==> config.mk <==
export PLATFORM = sky130hd
export DESIGN_NAME = twm_ctrl
export DESIGN_NICKNAME = d
export VERILOG_FILES = /design/src/shared/twm_pkg.sv /design/src/logic/twm_ctrl.sv
export VERILOG_INCLUDE_DIRS = /design/src /design/src/shared
export SDC_FILE = /design/constraint.sdc
export NUM_CORES = 1
export LEC_CHECK = 0
export BUFFER_PORTS_ARGS = -buffer_cell sky130_fd_sc_hd__buf_2
export CAP_MARGIN = 20
export CORE_UTILIZATION = 37
export DETAILED_ROUTE_END_ITERATION = 8
export PLACE_DENSITY_LB_ADDON = 0.08
export SYNTH_ARGS = -nofsm -noshare
export SYNTH_HDL_FRONTEND = slang
export SYNTH_SLANG_ARGS = --single-unit
export TNS_END_PERCENT = 20
==> constraint.sdc <==
create_clock -name sys_clk -period 5.7 [get_ports sys_clk]
set_input_delay 0.855 -clock sys_clk [delete_from_list [all_inputs] [get_ports sys_clk]]
set_output_delay 0.855 -clock sys_clk [all_outputs]
set_load 0.01 [all_outputs]
==> src/shared/twm_regs.svh <==
// register indices, field positions, reset values and bus timing
`ifndef TWM_REGS_SVH
`define TWM_REGS_SVH
// word indices; byte address is four times the index
`define TWM_IDX_DATA     3'h0
`define TWM_IDX_STATUS   3'h1
`define TWM_IDX_CSTAT    3'h2
`define TWM_IDX_CTRL     3'h3
`define TWM_IDX_ADDR1    3'h4
`define TWM_IDX_ADDR2    3'h5
`define TWM_IDX_ENABLE   3'h6
// status_byte fields
`define TWM_ST_TXDIR     0
`define TWM_ST_MASTER    1
`define TWM_ST_NEWHIT    2
`define TWM_ST_SSTALL    3
`define TWM_ST_REFUSED   4
`define TWM_ST_BUSERR    5
`define TWM_ST_BUFSVC    6
// control_one fields
`define TWM_CT_START     0
`define TWM_CT_STOP      1
`define TWM_CT_IRQEN     2
`define TWM_CT_ENDRD     3
`define TWM_CT_ASTALL    4
`define TWM_CT_GCEN      5
`define TWM_CT_NHIRQEN   6
// control_status_byte fields
`define TWM_CS_BUSY      0
`define TWM_CS_HIT       1
`define TWM_CS_GCHIT     2
`define TWM_CS_KIND      3
// own address registers, enable bit, general call address and byte reset value
`define TWM_AD_VALID     7
`define TWM_EN_BIT       0
`define TWM_GC_ADDR      8'h00
`define TWM_BYTE_RST     8'h00
// timing
`define TWM_CLK_NS       10
`define TWM_SCL_HALF_NS  5000
`define TWM_HALF_CYC     (`TWM_SCL_HALF_NS / `TWM_CLK_NS)
`endif

==> src/shared/twm_pkg.sv <==
// types shared by the two-wire controller
package twm_pkg;
  typedef enum logic [2:0] {
    ST_IDLE, ST_START, ST_STALL, ST_COND, ST_LOW, ST_HIGH
  } twm_state_e;
  typedef logic [7:0] twm_byte_t;
endpackage : twm_pkg

==> src/logic/twm_ctrl.sv <==
// two-wire bus master and addressed slave with Avalon-MM registers
//
// How it works
// - start issued only when bus free
// - after start, hold SCL low
// - SCL pulled low early sets bus error
// - clean start sets master and service flags
// - interrupt on error or service after start
// - address byte sent, ack stored as refused
// - SDA mismatch aborts, error, master cleared
// - address-only stall sets stall flag, holds SCL
// - acked transmit address requests next byte
// - acked receive address starts first byte
// - interrupt on bus error or refused
// - refused data byte leaves service flag clear
// - end-of-read bit answers last byte negatively
// - stop request sends stop, self-clears
// - SCL held low while stall bits set
// - misplaced start/stop gives error, clears master
// - enabled and not master means slave
// - address compared after every start
// - hit acked, hit flags set, service set on read hits
// - new-hit interrupt needs both enables
// - data shifts most significant bit first
// - all-zero address byte is general call
// - status clears on reset or disable
`timescale 1ns/10ps
`include "twm_regs.svh"
module twm_ctrl (
  input  wire logic        sys_clk,
  input  wire logic        reset,
  input  wire logic [2:0]  address,
  input  wire logic        read,
  input  wire logic        write,
  input  wire logic [31:0] writedata,
  output twm_pkg::twm_byte_t readdata8,
  output logic      [31:0] readdata,
  output logic             waitrequest,
  output logic             irq,
  input  wire logic        sclIn,
  input  wire logic        sdaIn,
  output logic             sclOut,
  output logic             sclOe,
  output logic             sdaOut,
  output logic             sdaOe
);
  import twm_pkg::*;

  twm_state_e state_q;
  logic       en_q, irqEn_q, endRd_q, addrStallEn_q, gcEn_q, newHitIrqEn_q;
  logic [7:0] addr1_q, addr2_q, shift_q, rxByte_q, monShift_q;
  logic       sclS1_q, sclS2_q, sclP_q, sdaS1_q, sdaS2_q, sdaP_q;
  logic [9:0] div_q;
  logic [3:0] bitCnt_q, monCnt_q;
  logic       mstSda_q, mstScl_q, slvSda_q, slvAck_q, isStop_q;
  logic       addrPhase_q, addrNext_q, txPend_q, rxNext_q;
  logic       start_q, stop_q, busErr_q, master_q, bufSvc_q, refused_q;
  logic       startStall_q, txDir_q, newHit_q, busy_q;
  logic       afterStart_q, hit_q, gcHit_q, kind_q, hitEv_q, hitRw_q;
  logic [7:0] statusByte, cstatByte, ctrlByte;

  // ******************************************************
  // register bus decode
  // ******************************************************
  wire logic busReq  = read | write;
  wire logic wrEn    = write & ~waitrequest;
  wire logic rdEn    = read & ~waitrequest;
  wire logic wrData  = wrEn && address == `TWM_IDX_DATA;
  wire logic rdData  = rdEn && address == `TWM_IDX_DATA;
  wire logic wrStat  = wrEn && address == `TWM_IDX_STATUS;
  wire logic wrCstat = wrEn && address == `TWM_IDX_CSTAT;
  wire logic wrCtrl  = wrEn && address == `TWM_IDX_CTRL;
  wire logic [7:0] readMux =
    address == `TWM_IDX_DATA   ? rxByte_q   :
    address == `TWM_IDX_STATUS ? statusByte :
    address == `TWM_IDX_CSTAT  ? cstatByte  :
    address == `TWM_IDX_CTRL   ? ctrlByte   :
    address == `TWM_IDX_ADDR1  ? addr1_q    :
    address == `TWM_IDX_ADDR2  ? addr2_q    :
    address == `TWM_IDX_ENABLE ? {7'h00, en_q} : 8'h00;

  always_comb begin
    statusByte = `TWM_BYTE_RST;
    statusByte[`TWM_ST_TXDIR]   = txDir_q;
    statusByte[`TWM_ST_MASTER]  = master_q;
    statusByte[`TWM_ST_NEWHIT]  = newHit_q;
    statusByte[`TWM_ST_SSTALL]  = startStall_q;
    statusByte[`TWM_ST_REFUSED] = refused_q;
    statusByte[`TWM_ST_BUSERR]  = busErr_q;
    statusByte[`TWM_ST_BUFSVC]  = bufSvc_q;
    cstatByte = `TWM_BYTE_RST;
    cstatByte[`TWM_CS_BUSY]  = busy_q;
    cstatByte[`TWM_CS_HIT]   = hit_q;
    cstatByte[`TWM_CS_GCHIT] = gcHit_q;
    cstatByte[`TWM_CS_KIND]  = kind_q;
    ctrlByte = `TWM_BYTE_RST;
    ctrlByte[`TWM_CT_START]   = start_q;
    ctrlByte[`TWM_CT_STOP]    = stop_q;
    ctrlByte[`TWM_CT_IRQEN]   = irqEn_q;
    ctrlByte[`TWM_CT_ENDRD]   = endRd_q;
    ctrlByte[`TWM_CT_ASTALL]  = addrStallEn_q;
    ctrlByte[`TWM_CT_GCEN]    = gcEn_q;
    ctrlByte[`TWM_CT_NHIRQEN] = newHitIrqEn_q;
  end

  // answer one cycle after the request is seen
  always_ff @(posedge sys_clk) begin
    if (reset) begin
      waitrequest <= 1'b1;
      readdata    <= 32'h0000_0000;
      readdata8   <= 8'h00;
    end else begin
      waitrequest <= ~(busReq & waitrequest);
      if (busReq & waitrequest) begin
        readdata  <= {24'h00_0000, readMux};
        readdata8 <= readMux;
      end
    end
  end

  always_ff @(posedge sys_clk) begin
    if (reset) begin
      en_q          <= 1'b0;
      irqEn_q       <= 1'b0;
      endRd_q       <= 1'b0;
      addrStallEn_q <= 1'b0;
      gcEn_q        <= 1'b0;
      newHitIrqEn_q <= 1'b0;
      addr1_q       <= `TWM_BYTE_RST;
      addr2_q       <= `TWM_BYTE_RST;
    end else begin
      if (wrCtrl) begin
        irqEn_q       <= writedata[`TWM_CT_IRQEN];
        endRd_q       <= writedata[`TWM_CT_ENDRD];
        addrStallEn_q <= writedata[`TWM_CT_ASTALL];
        gcEn_q        <= writedata[`TWM_CT_GCEN];
        newHitIrqEn_q <= writedata[`TWM_CT_NHIRQEN];
      end
      if (wrEn && address == `TWM_IDX_ADDR1) addr1_q <= writedata[7:0];
      if (wrEn && address == `TWM_IDX_ADDR2) addr2_q <= writedata[7:0];
      if (wrEn && address == `TWM_IDX_ENABLE) en_q <= writedata[`TWM_EN_BIT];
    end
  end

  // ******************************************************
  // pin synchronisers and bus monitor
  // ******************************************************
  always_ff @(posedge sys_clk) begin
    if (reset) begin
      {sclS1_q, sclS2_q, sclP_q} <= 3'h7;
      {sdaS1_q, sdaS2_q, sdaP_q} <= 3'h7;
    end else begin
      {sclS1_q, sclS2_q, sclP_q} <= {sclIn, sclS1_q, sclS2_q};
      {sdaS1_q, sdaS2_q, sdaP_q} <= {sdaIn, sdaS1_q, sdaS2_q};
    end
  end

  wire logic startDet = sclS2_q & sclP_q & sdaP_q & ~sdaS2_q;
  wire logic stopDet  = sclS2_q & sclP_q & ~sdaP_q & sdaS2_q;
  wire logic sclRise  = sclS2_q & ~sclP_q;
  wire logic sclFall  = ~sclS2_q & sclP_q;
  // a stop or repeated start sits in the high phase of the first clock
  // after a byte, so only conditions from the second clock on are illegal
  wire logic illegal  = (startDet | stopDet) & (monCnt_q > 4'h1);
  wire logic [7:0] monByte = {monShift_q[6:0], sdaS2_q};
  wire logic own1 = addr1_q[`TWM_AD_VALID] && monByte[7:1] == addr1_q[6:0];
  wire logic own2 = addr2_q[`TWM_AD_VALID] && monByte[7:1] == addr2_q[6:0];
  wire logic gcNow  = gcEn_q && monByte == `TWM_GC_ADDR;
  wire logic anyHit = own1 | own2 | gcNow;

  // slave side runs whether or not this end is master
  always_ff @(posedge sys_clk) begin
    if (reset | ~en_q) begin
      busy_q <= 1'b0;
      monCnt_q <= 4'h0;
      monShift_q <= 8'h00;
      {afterStart_q, slvAck_q, slvSda_q, hitEv_q, hitRw_q} <= 5'h00;
      {hit_q, gcHit_q, kind_q} <= 3'h0;
    end else begin
      hitEv_q <= 1'b0;
      if (wrCstat && writedata[`TWM_CS_BUSY]) busy_q <= 1'b0;
      if (startDet | stopDet) begin
        busy_q       <= startDet;
        monCnt_q     <= 4'h0;
        afterStart_q <= startDet;
        slvAck_q     <= 1'b0;
        slvSda_q     <= 1'b0;
        if (illegal) {hit_q, gcHit_q} <= 2'h0;
      end else if (sclRise && monCnt_q < 4'h9) begin
        monShift_q <= monByte;
        monCnt_q   <= monCnt_q + 4'h1;
        if (monCnt_q == 4'h7 && afterStart_q) begin
          afterStart_q <= 1'b0;
          if (anyHit) begin
            slvAck_q <= 1'b1;
            hitEv_q  <= 1'b1;
            hitRw_q  <= monByte[0];
            hit_q    <= 1'b1;
            gcHit_q  <= gcNow;
            kind_q   <= own2;
          end
        end
      end else if (sclFall) begin
        if (monCnt_q == 4'h8) slvSda_q <= slvAck_q;
        else if (monCnt_q == 4'h9) begin
          monCnt_q <= 4'h0;
          slvSda_q <= 1'b0;
          slvAck_q <= 1'b0;
        end
      end
    end
  end

  // ******************************************************
  // master engine and status flags
  // ******************************************************
  wire logic halfDone  = div_q == 10'(`TWM_HALF_CYC - 1);
  wire logic stallBits = refused_q | bufSvc_q | (addrStallEn_q & startStall_q);
  wire logic txMode    = addrPhase_q | txDir_q;
  wire logic bitDrive  = (bitCnt_q < 4'h8) ? (txMode & ~shift_q[7])
                                           : (~txMode & ~endRd_q);
  wire logic loseArb   = state_q == ST_HIGH && sclS2_q && txMode
                         && bitCnt_q < 4'h8 && !mstSda_q && !sdaS2_q;
  wire logic ackDone   = state_q == ST_HIGH && sclS2_q && halfDone
                         && bitCnt_q == 4'h8;

  always_ff @(posedge sys_clk) begin
    if (reset | ~en_q) begin
      state_q <= ST_IDLE;
      div_q <= 10'h000;
      bitCnt_q <= 4'h0;
      {shift_q, rxByte_q} <= 16'h0000;
      {mstSda_q, mstScl_q, isStop_q, start_q, stop_q} <= 5'h00;
      {addrPhase_q, addrNext_q, txPend_q, rxNext_q} <= 4'h0;
      {busErr_q, master_q, bufSvc_q, refused_q} <= 4'h0;
      {startStall_q, txDir_q, newHit_q} <= 3'h0;
    end else begin
      div_q <= halfDone ? 10'h000 : div_q + 10'h001;
      // software clears first so that hardware sets below win
      if (wrCtrl) begin
        start_q <= writedata[`TWM_CT_START];
        stop_q  <= writedata[`TWM_CT_STOP];
      end
      if (wrStat) begin
        busErr_q     <= busErr_q & ~writedata[`TWM_ST_BUSERR];
        refused_q    <= refused_q & ~writedata[`TWM_ST_REFUSED];
        startStall_q <= startStall_q & ~writedata[`TWM_ST_SSTALL];
        newHit_q     <= newHit_q & ~writedata[`TWM_ST_NEWHIT];
      end
      if (wrData) begin
        shift_q  <= writedata[7:0];
        txPend_q <= 1'b1;
        bufSvc_q <= 1'b0;
      end
      if (rdData) begin
        bufSvc_q <= 1'b0;
        if (master_q & ~txDir_q & ~start_q) rxNext_q <= 1'b1;
      end
      if (hitEv_q) begin
        newHit_q <= 1'b1;
        if (!master_q) txDir_q <= hitRw_q;
        if (hitRw_q) bufSvc_q <= 1'b1;
      end
      case (state_q)
        ST_IDLE: begin
          div_q <= 10'h000;
          if (start_q && !busy_q && !master_q) begin
            mstSda_q <= 1'b1;
            state_q  <= ST_START;
          end
        end
        ST_START: begin
          if (!sclS2_q) begin
            busErr_q <= 1'b1;
            mstSda_q <= 1'b0;
            start_q  <= 1'b0;
            state_q  <= ST_IDLE;
          end else if (halfDone) begin
            mstScl_q   <= 1'b1;
            master_q   <= 1'b1;
            bufSvc_q   <= 1'b1;
            start_q    <= 1'b0;
            addrNext_q <= 1'b1;
            state_q    <= ST_STALL;
          end
        end
        ST_STALL: begin
          mstScl_q <= 1'b1;
          div_q    <= 10'h000;
          bitCnt_q <= 4'h0;
          if (!stallBits && stop_q) begin
            mstSda_q <= 1'b1;
            isStop_q <= 1'b1;
            rxNext_q <= 1'b0;
            state_q  <= ST_COND;
          end else if (!stallBits && txPend_q) begin
            txPend_q   <= 1'b0;
            rxNext_q   <= 1'b0;
            addrNext_q <= 1'b0;
            if (start_q) begin
              isStop_q <= 1'b0;
              state_q  <= ST_COND;
            end else begin
              addrPhase_q <= addrNext_q;
              if (addrNext_q) txDir_q <= ~shift_q[0];
              state_q <= ST_LOW;
            end
          end else if (!stallBits && rxNext_q) begin
            rxNext_q <= 1'b0;
            state_q  <= ST_LOW;
          end
        end
        // repeated start or stop: release SCL, then move SDA
        ST_COND: begin
          if (bitCnt_q == 4'h1 && !sclS2_q) div_q <= 10'h000;
          else if (halfDone) begin
            bitCnt_q <= bitCnt_q + 4'h1;
            if (bitCnt_q == 4'h0) mstScl_q <= 1'b0;
            else if (bitCnt_q == 4'h1) mstSda_q <= ~isStop_q;
            else if (isStop_q) begin
              master_q <= 1'b0;
              stop_q   <= 1'b0;
              state_q  <= ST_IDLE;
            end else begin
              mstScl_q    <= 1'b1;
              start_q     <= 1'b0;
              addrPhase_q <= 1'b1;
              txDir_q     <= ~shift_q[0];
              bitCnt_q    <= 4'h0;
              state_q     <= ST_LOW;
            end
          end
        end
        ST_LOW: begin
          mstSda_q <= bitDrive;
          if (halfDone) begin
            mstScl_q <= 1'b0;
            state_q  <= ST_HIGH;
          end
        end
        ST_HIGH: begin
          if (!sclS2_q) div_q <= 10'h000;
          else if (halfDone && bitCnt_q < 4'h8) begin
            mstScl_q <= 1'b1;
            shift_q  <= {shift_q[6:0], sdaS2_q};
            bitCnt_q <= bitCnt_q + 4'h1;
            state_q  <= ST_LOW;
          end else if (ackDone) begin
            mstScl_q    <= 1'b1;
            mstSda_q    <= 1'b0;
            addrPhase_q <= 1'b0;
            state_q     <= ST_STALL;
            if (txMode) begin
              refused_q <= sdaS2_q;
              if (!sdaS2_q) begin
                if (addrPhase_q && addrStallEn_q) startStall_q <= 1'b1;
                else if (addrPhase_q && !txDir_q) rxNext_q <= 1'b1;
                else bufSvc_q <= 1'b1;
              end
            end else begin
              rxByte_q <= shift_q;
              bufSvc_q <= 1'b1;
            end
          end
        end
        default: state_q <= ST_IDLE;
      endcase
      if (loseArb | illegal) begin
        busErr_q <= 1'b1;
        master_q <= 1'b0;
        mstSda_q <= 1'b0;
        mstScl_q <= 1'b0;
        state_q  <= ST_IDLE;
      end
    end
  end

  // open-drain pins: the output level is always low, enables drive
  always_ff @(posedge sys_clk) begin
    if (reset) begin
      {sdaOe, sclOe, sdaOut, sclOut, irq} <= 5'h00;
    end else begin
      sdaOe <= mstSda_q | slvSda_q;
      sclOe <= mstScl_q;
      irq   <= irqEn_q & (busErr_q | bufSvc_q | refused_q
               | (addrStallEn_q & startStall_q)
               | (newHitIrqEn_q & newHit_q));
    end
  end
endmodule : twm_ctrl

# Word level (Yosys, flattened, before mapping)
# Index checks and enable logic that the tools add are counted.
dict set report totals {
  ff_bits 109
  output_inout_bits 46
  word_cells 425
}
dict set report op_classes {
  n_addsub 3
  n_lt_le_gt_ge 3
  n_eq_ne 48
  mux 186
  bitwise 58
  n_reduce_logical 76
}
# operator n
set ops {}
lappend ops {{$mux W1} 134}
lappend ops {{$mux W8} 10}
lappend ops {{$mux W3} 16}
lappend ops {{$mux W4} 11}
lappend ops {{$ne A2 B2 Y1 const B} 22}
lappend ops {{$logic_and A1 B1 Y1} 30}
lappend ops {{$mux W10} 3}
lappend ops {{$pmux W10 S3} 1}
lappend ops {{$reduce_bool A2 Y1} 12}
lappend ops {{$and A1 B1 Y1} 22}
lappend ops {{$not A1 Y1} 22}
lappend ops {{$reduce_and A10 Y1} 2}
lappend ops {{$reduce_and A5 Y1} 4}
lappend ops {{$pmux W3 S6} 1}
lappend ops {{$eq A3 B3 Y1 const B} 5}
lappend ops {{$eq A7 B7 Y1} 2}
lappend ops {{$or A1 B1 Y1} 14}
lappend ops {{$eq A3 B2 Y1 const B} 4}
lappend ops {{$eq A4 B4 Y1 const B} 3}
lappend ops {{$pmux W1 S2} 6}
lappend ops {{$pmux W4 S3} 1}
lappend ops {{$reduce_and A12 Y1} 1}
lappend ops {{$reduce_and A11 Y1} 1}
lappend ops {{$add A10 B1 Y10 const B} 1}
lappend ops {{27 further kinds} 46}

# Logic depth before layout (Yosys ltp)
dict set report depth {
  word_depth 15
  ltp_mapped 9
  mapped_depth_nobuf 7
}

# Worst setup path after synthesis
# No wires, ideal clock.
dict set report synth_timing {
  kind {in2reg}
  startpoint {input address[1]}
  endpoint {register shift_q[0]}
  setup_time_ps 86
  t_arrival_ps 2303
  required_time_ps 5614
  path_slack_ps 3312
  path_stages 6
  path_buffers 2
  cell_sequence {buf_2 or3_1 or2_2 buf_1 mux2i_1 a211oi_1}
}
dict set report synth_between {
  elab_chain_len 6
}
# element line_no
set synth_rtl {}
lappend synth_rtl {{start: declaration} twm_ctrl.sv:32} ;# input wire logic [2:0] address,
lappend synth_rtl {{$logic_not A3 Y1 (no source line) (*)} -}
lappend synth_rtl {{$logic_and A1 B1 Y1 (no source line) (*)} -}
lappend synth_rtl {{$mux W8 (*)} twm_ctrl.sv:250} ;# if (wrData) begin
lappend synth_rtl {{$mux W8} twm_ctrl.sv:343} ;# else if (halfDone && bitCnt_q < 4'h8) begin
lappend synth_rtl {{$mux W8} twm_ctrl.sv:342} ;# if (!sclS2_q) div_q <= 10'h000;
lappend synth_rtl {{$mux W8 (*)} twm_ctrl.sv:264} ;# case (state_q)
lappend synth_rtl {{end signal: assignment} twm_ctrl.sv:251} ;# shift_q <= writedata[7:0];
lappend synth_rtl {{end signal: assignment} twm_ctrl.sv:345} ;# shift_q <= {shift_q[6:0], sdaS2_q};
lappend synth_rtl {{end: declaration} twm_ctrl.sv:51} ;# logic [7:0] addr1_q, addr2_q, shift_q, rxByte_q, monShift_q;
# Every way passes the cells marked *; elsewhere a longest branch is shown, timed or not.
# A chain may end at the register's enable or synchronous reset.

# Worst setup path in the final report
dict set report layout_timing {
  startpoint {input address[0]}
  endpoint {register addr2_q[4]}
}
dict set report layout_between {
  elab_chain_len 2
}
# element line_no
set layout_rtl {}
lappend layout_rtl {{$eq A3 B3 Y1 (no source line)} -}
lappend layout_rtl {{$logic_and A1 B1 Y1 (no source line)} -}
lappend layout_rtl {{end signal: assignment} twm_ctrl.sv:130} ;# addr2_q <= `TWM_BYTE_RST;
lappend layout_rtl {{end signal: assignment} twm_ctrl.sv:140} ;# if (wrEn && address == `TWM_IDX_ADDR2) addr2_q <= writedata[7:0];
lappend layout_rtl {{end: declaration} twm_ctrl.sv:51}
# No other way between the ends.

==> out/results.txt <==
Nets: 744
Initial DRC Count: 405
Startpoint type of the worst setup path: primary input
Commonest non-fill, non-tap cell in the layout: dfxtp_1
Post-synth EDFFs: 0
Sink Count: 109
First-pass GRT wire length: 24800 um
Total gr overflow: 0
Combinational family with the most area after synthesis: simple AND/OR/NAND/NOR gates
Mapped Avg Cell Area: 8.53 sq um
Initial core utilization: 38.3%
HP Start: sclS1_q$_SDFF_PP1_
H-tree Lvls: 3
Die X: 128 um
Final setup fails: 0
Hold Path Depth: 1
Footprint of the multi-input gates: 3300 sq um
Max cap viols: 0
RSZ-0062 raised after global routing: no
Worst-Margin Slew: 0.901 ns
Slew margin rel.: 39.7%
P&R area growth vs syn: 8.79%
Tmin final: 2.46 ns
Netlist cell types: 66
Number of buffers created by CTS: 9
Synth Cell Area: 5870 sq um
Clk_lat worst skew: 0.37 ns
Vias in the first global route: 4543
Overall power: 0.00159 W
Post-synthesis register bit count: 109
R2r startpoint: state_q[0]$_SDFFE_PP0P_
Drt pass-1 iters: 5
Skew final: 0.0123 ns
Residual DRC: 0
Placed cell areas: 6020 sq um
Antenna viol nets, final: 0
Routed WL: 15500 um
Critical Path Fanout Max: 27
Detailed placement HPWL: 11200 um
CP Class: primary input to register
CTS Hold Bufs: 0
Worst Path Arrival: 2.69 ns
Complex-gate fraction of the synthesized area: 15.3%
Finished Layout Cells: 909
Final core occ: 41.7%
DR WL/cell: 17.1 um
Synth Area in Simple Gates: 22.1%
Worst hold-check path type: register to register
Final period util: 43.2%
Synth Instances: 688
Register area: 2180 sq um
Lkg Pwr: 2.38 nW
Vias per cell: 5.33
Finished Cell Area: 6380 sq um
Die ar.: 16400 sq um
R2R depth: 5
Inst Count DP: 891
DR vias: 4846
Pin count of the biggest net entering global routing: 43
Port Buffers: 36
Fin. Hold Viols: 0
Post-synthesis sequential area ratio: 37.2%
Area leader, netlist: dfxtp_1
Antenna cells: 0
Post-Synth Adder-Cell Area: 2.13%
Status: finished clean
Layout cells sized above 1: 11.6%
Post-cts resize count: 0
Initial antenna violation count: 0
Multiplexer area fraction after synthesis: 11.4%
Maximum vdd ir drop: 0.000151 V
Tot GR Track Use: 19.8%
CP startpoint: address[0]
Commonest cells after routing, fill and taps aside: dfxtp_1, nor2_1, mux2i_1, nand2_1, a21oi_1
Pwr Density: 249 nW/um^2
Cell Rows: 45
Boundary Pins: 87
YS warnings: 0
Async set-reset flop share out of synthesis: 0%
Ys flop type: dfxtp_1
Setup TNS: 0 ns
CTS clk-pin slew, worst paths: 0.08 ns
CP required: 5.93 ns
Clk buf depth: 2
Synth top area share: 37.2%
Core ar.: 15300 sq um
Post-CTS Setup Repair Bufs: 0
Max Fclk: 0.406 GHz
Top cells by area, synth: dfxtp_1, mux2i_1, nor2_1
Filler instances: 1579
Root Buffer: clkbuf_16
CTS tree: built
Die span in y: 128 um
Slew Viols, Final: 0
Setup crit end kind: register
RD Place Congestion: 0.864
Post-synthesis xor/xnor area fraction: 3.58%
-- path summary, 6_finish.rpt --
kind / slack [ns] / end
worst min-delay path: 0.41 / sclS2_q$_SDFF_PP1_
worst min register to register: 0.41 / sclS2_q$_SDFF_PP1_
worst max-delay path: 3.24 / addr2_q[4]$_SDFFE_PP0P_
worst max register to register: 3.25 / shift_q[0]$_SDFF_PP0_
-- metal layers --
metal | GRT usage (%) | vias up | part of all wire, %
li1 | - | 2384 | -
met1 | 29.5 | 2321 | 52
met2 | 28.8 | 124 | 42
met3 | 3.59 | 17 | 4.4
met4 | 5.88 | 0 | 1.3
met5 | 0 | - | 0
-- power breakdown --
part	internal, W	leakage [nW]	switching (W)	total [W]
Sequential	0.000766	0.880	0.00000695	0.000772
Combinational	0.0000229	1.33	0.0000487	0.0000716
Clock	0.000435	0.165	0.000309	0.000744
Total	0.00122	2.37	0.000364	0.00159
-- cells by family (layout without fill, tap and decap cells) --
| kind of cell | count (synthesis) | in the layout |
|---|---|---|
| AOI/OAI and AO/OA | 135 | 135 |
| adders and majority gates | 10 | 10 |
| DFF | 109 | 109 |
| and+or+nand+nor | 252 | 252 |
| other | 1 | 26 |
| buffers and inverters | 92 | 77 |
| muxes | 65 | 65 |
| xor gates and xnor gates | 24 | 24 |
-- cells in the mapped netlist, types with 13 or more instances --
cell type  count
a211oi_1      16
xnor2_1       16
nand2_1       57
mux2i_1       60
nand4_1       13
dfxtp_1      109
buf_4         34
a21oi_1       40
clkbuf_1      23
inv_1         20
o21ai_0       21
nor2_1        86
or2_2         13
-- per-stage QoR --
| step | hold WS, ns | setup slack, ns |
|---|---|---|
| after floorplan | 0.389 | 3.31 |
| after global placement | 0.396 | 2.87 |
| after detailed placement | 0.397 | 2.85 |
| after CTS | 0.416 | 3.03 |
| after global routing | 0.429 | 2.98 |
| final | 0.412 | 3.24 |
-- sequential cells by signal (all words and copies together) (netlist names), 3 cells and up --
signal	flops
addr1_q	8
addr2_q	8
bitCnt_q	4
div_q	10
monCnt_q	4
monShift_q	7
readdata	8
rxByte_q	8
shift_q	8
state_q	3
-- cell type report --
type	instances	share of cell area (%)
sequential	109	34.2
timing repair buffer	41	3.41
tap	211	4.14
clock inverter	6	1.84
multi-input combinational	512	51.7
inverter	20	1.18
clock buffer	10	3.59
-- worst max-delay path, stage by stage --
cell,delay [ns]
buf_2,0.42
nand3b_1,0.31
nor2_1,0.76
mux2i_1,0.27
nor2_1,0.05
(Power assumes the default switching activity.)
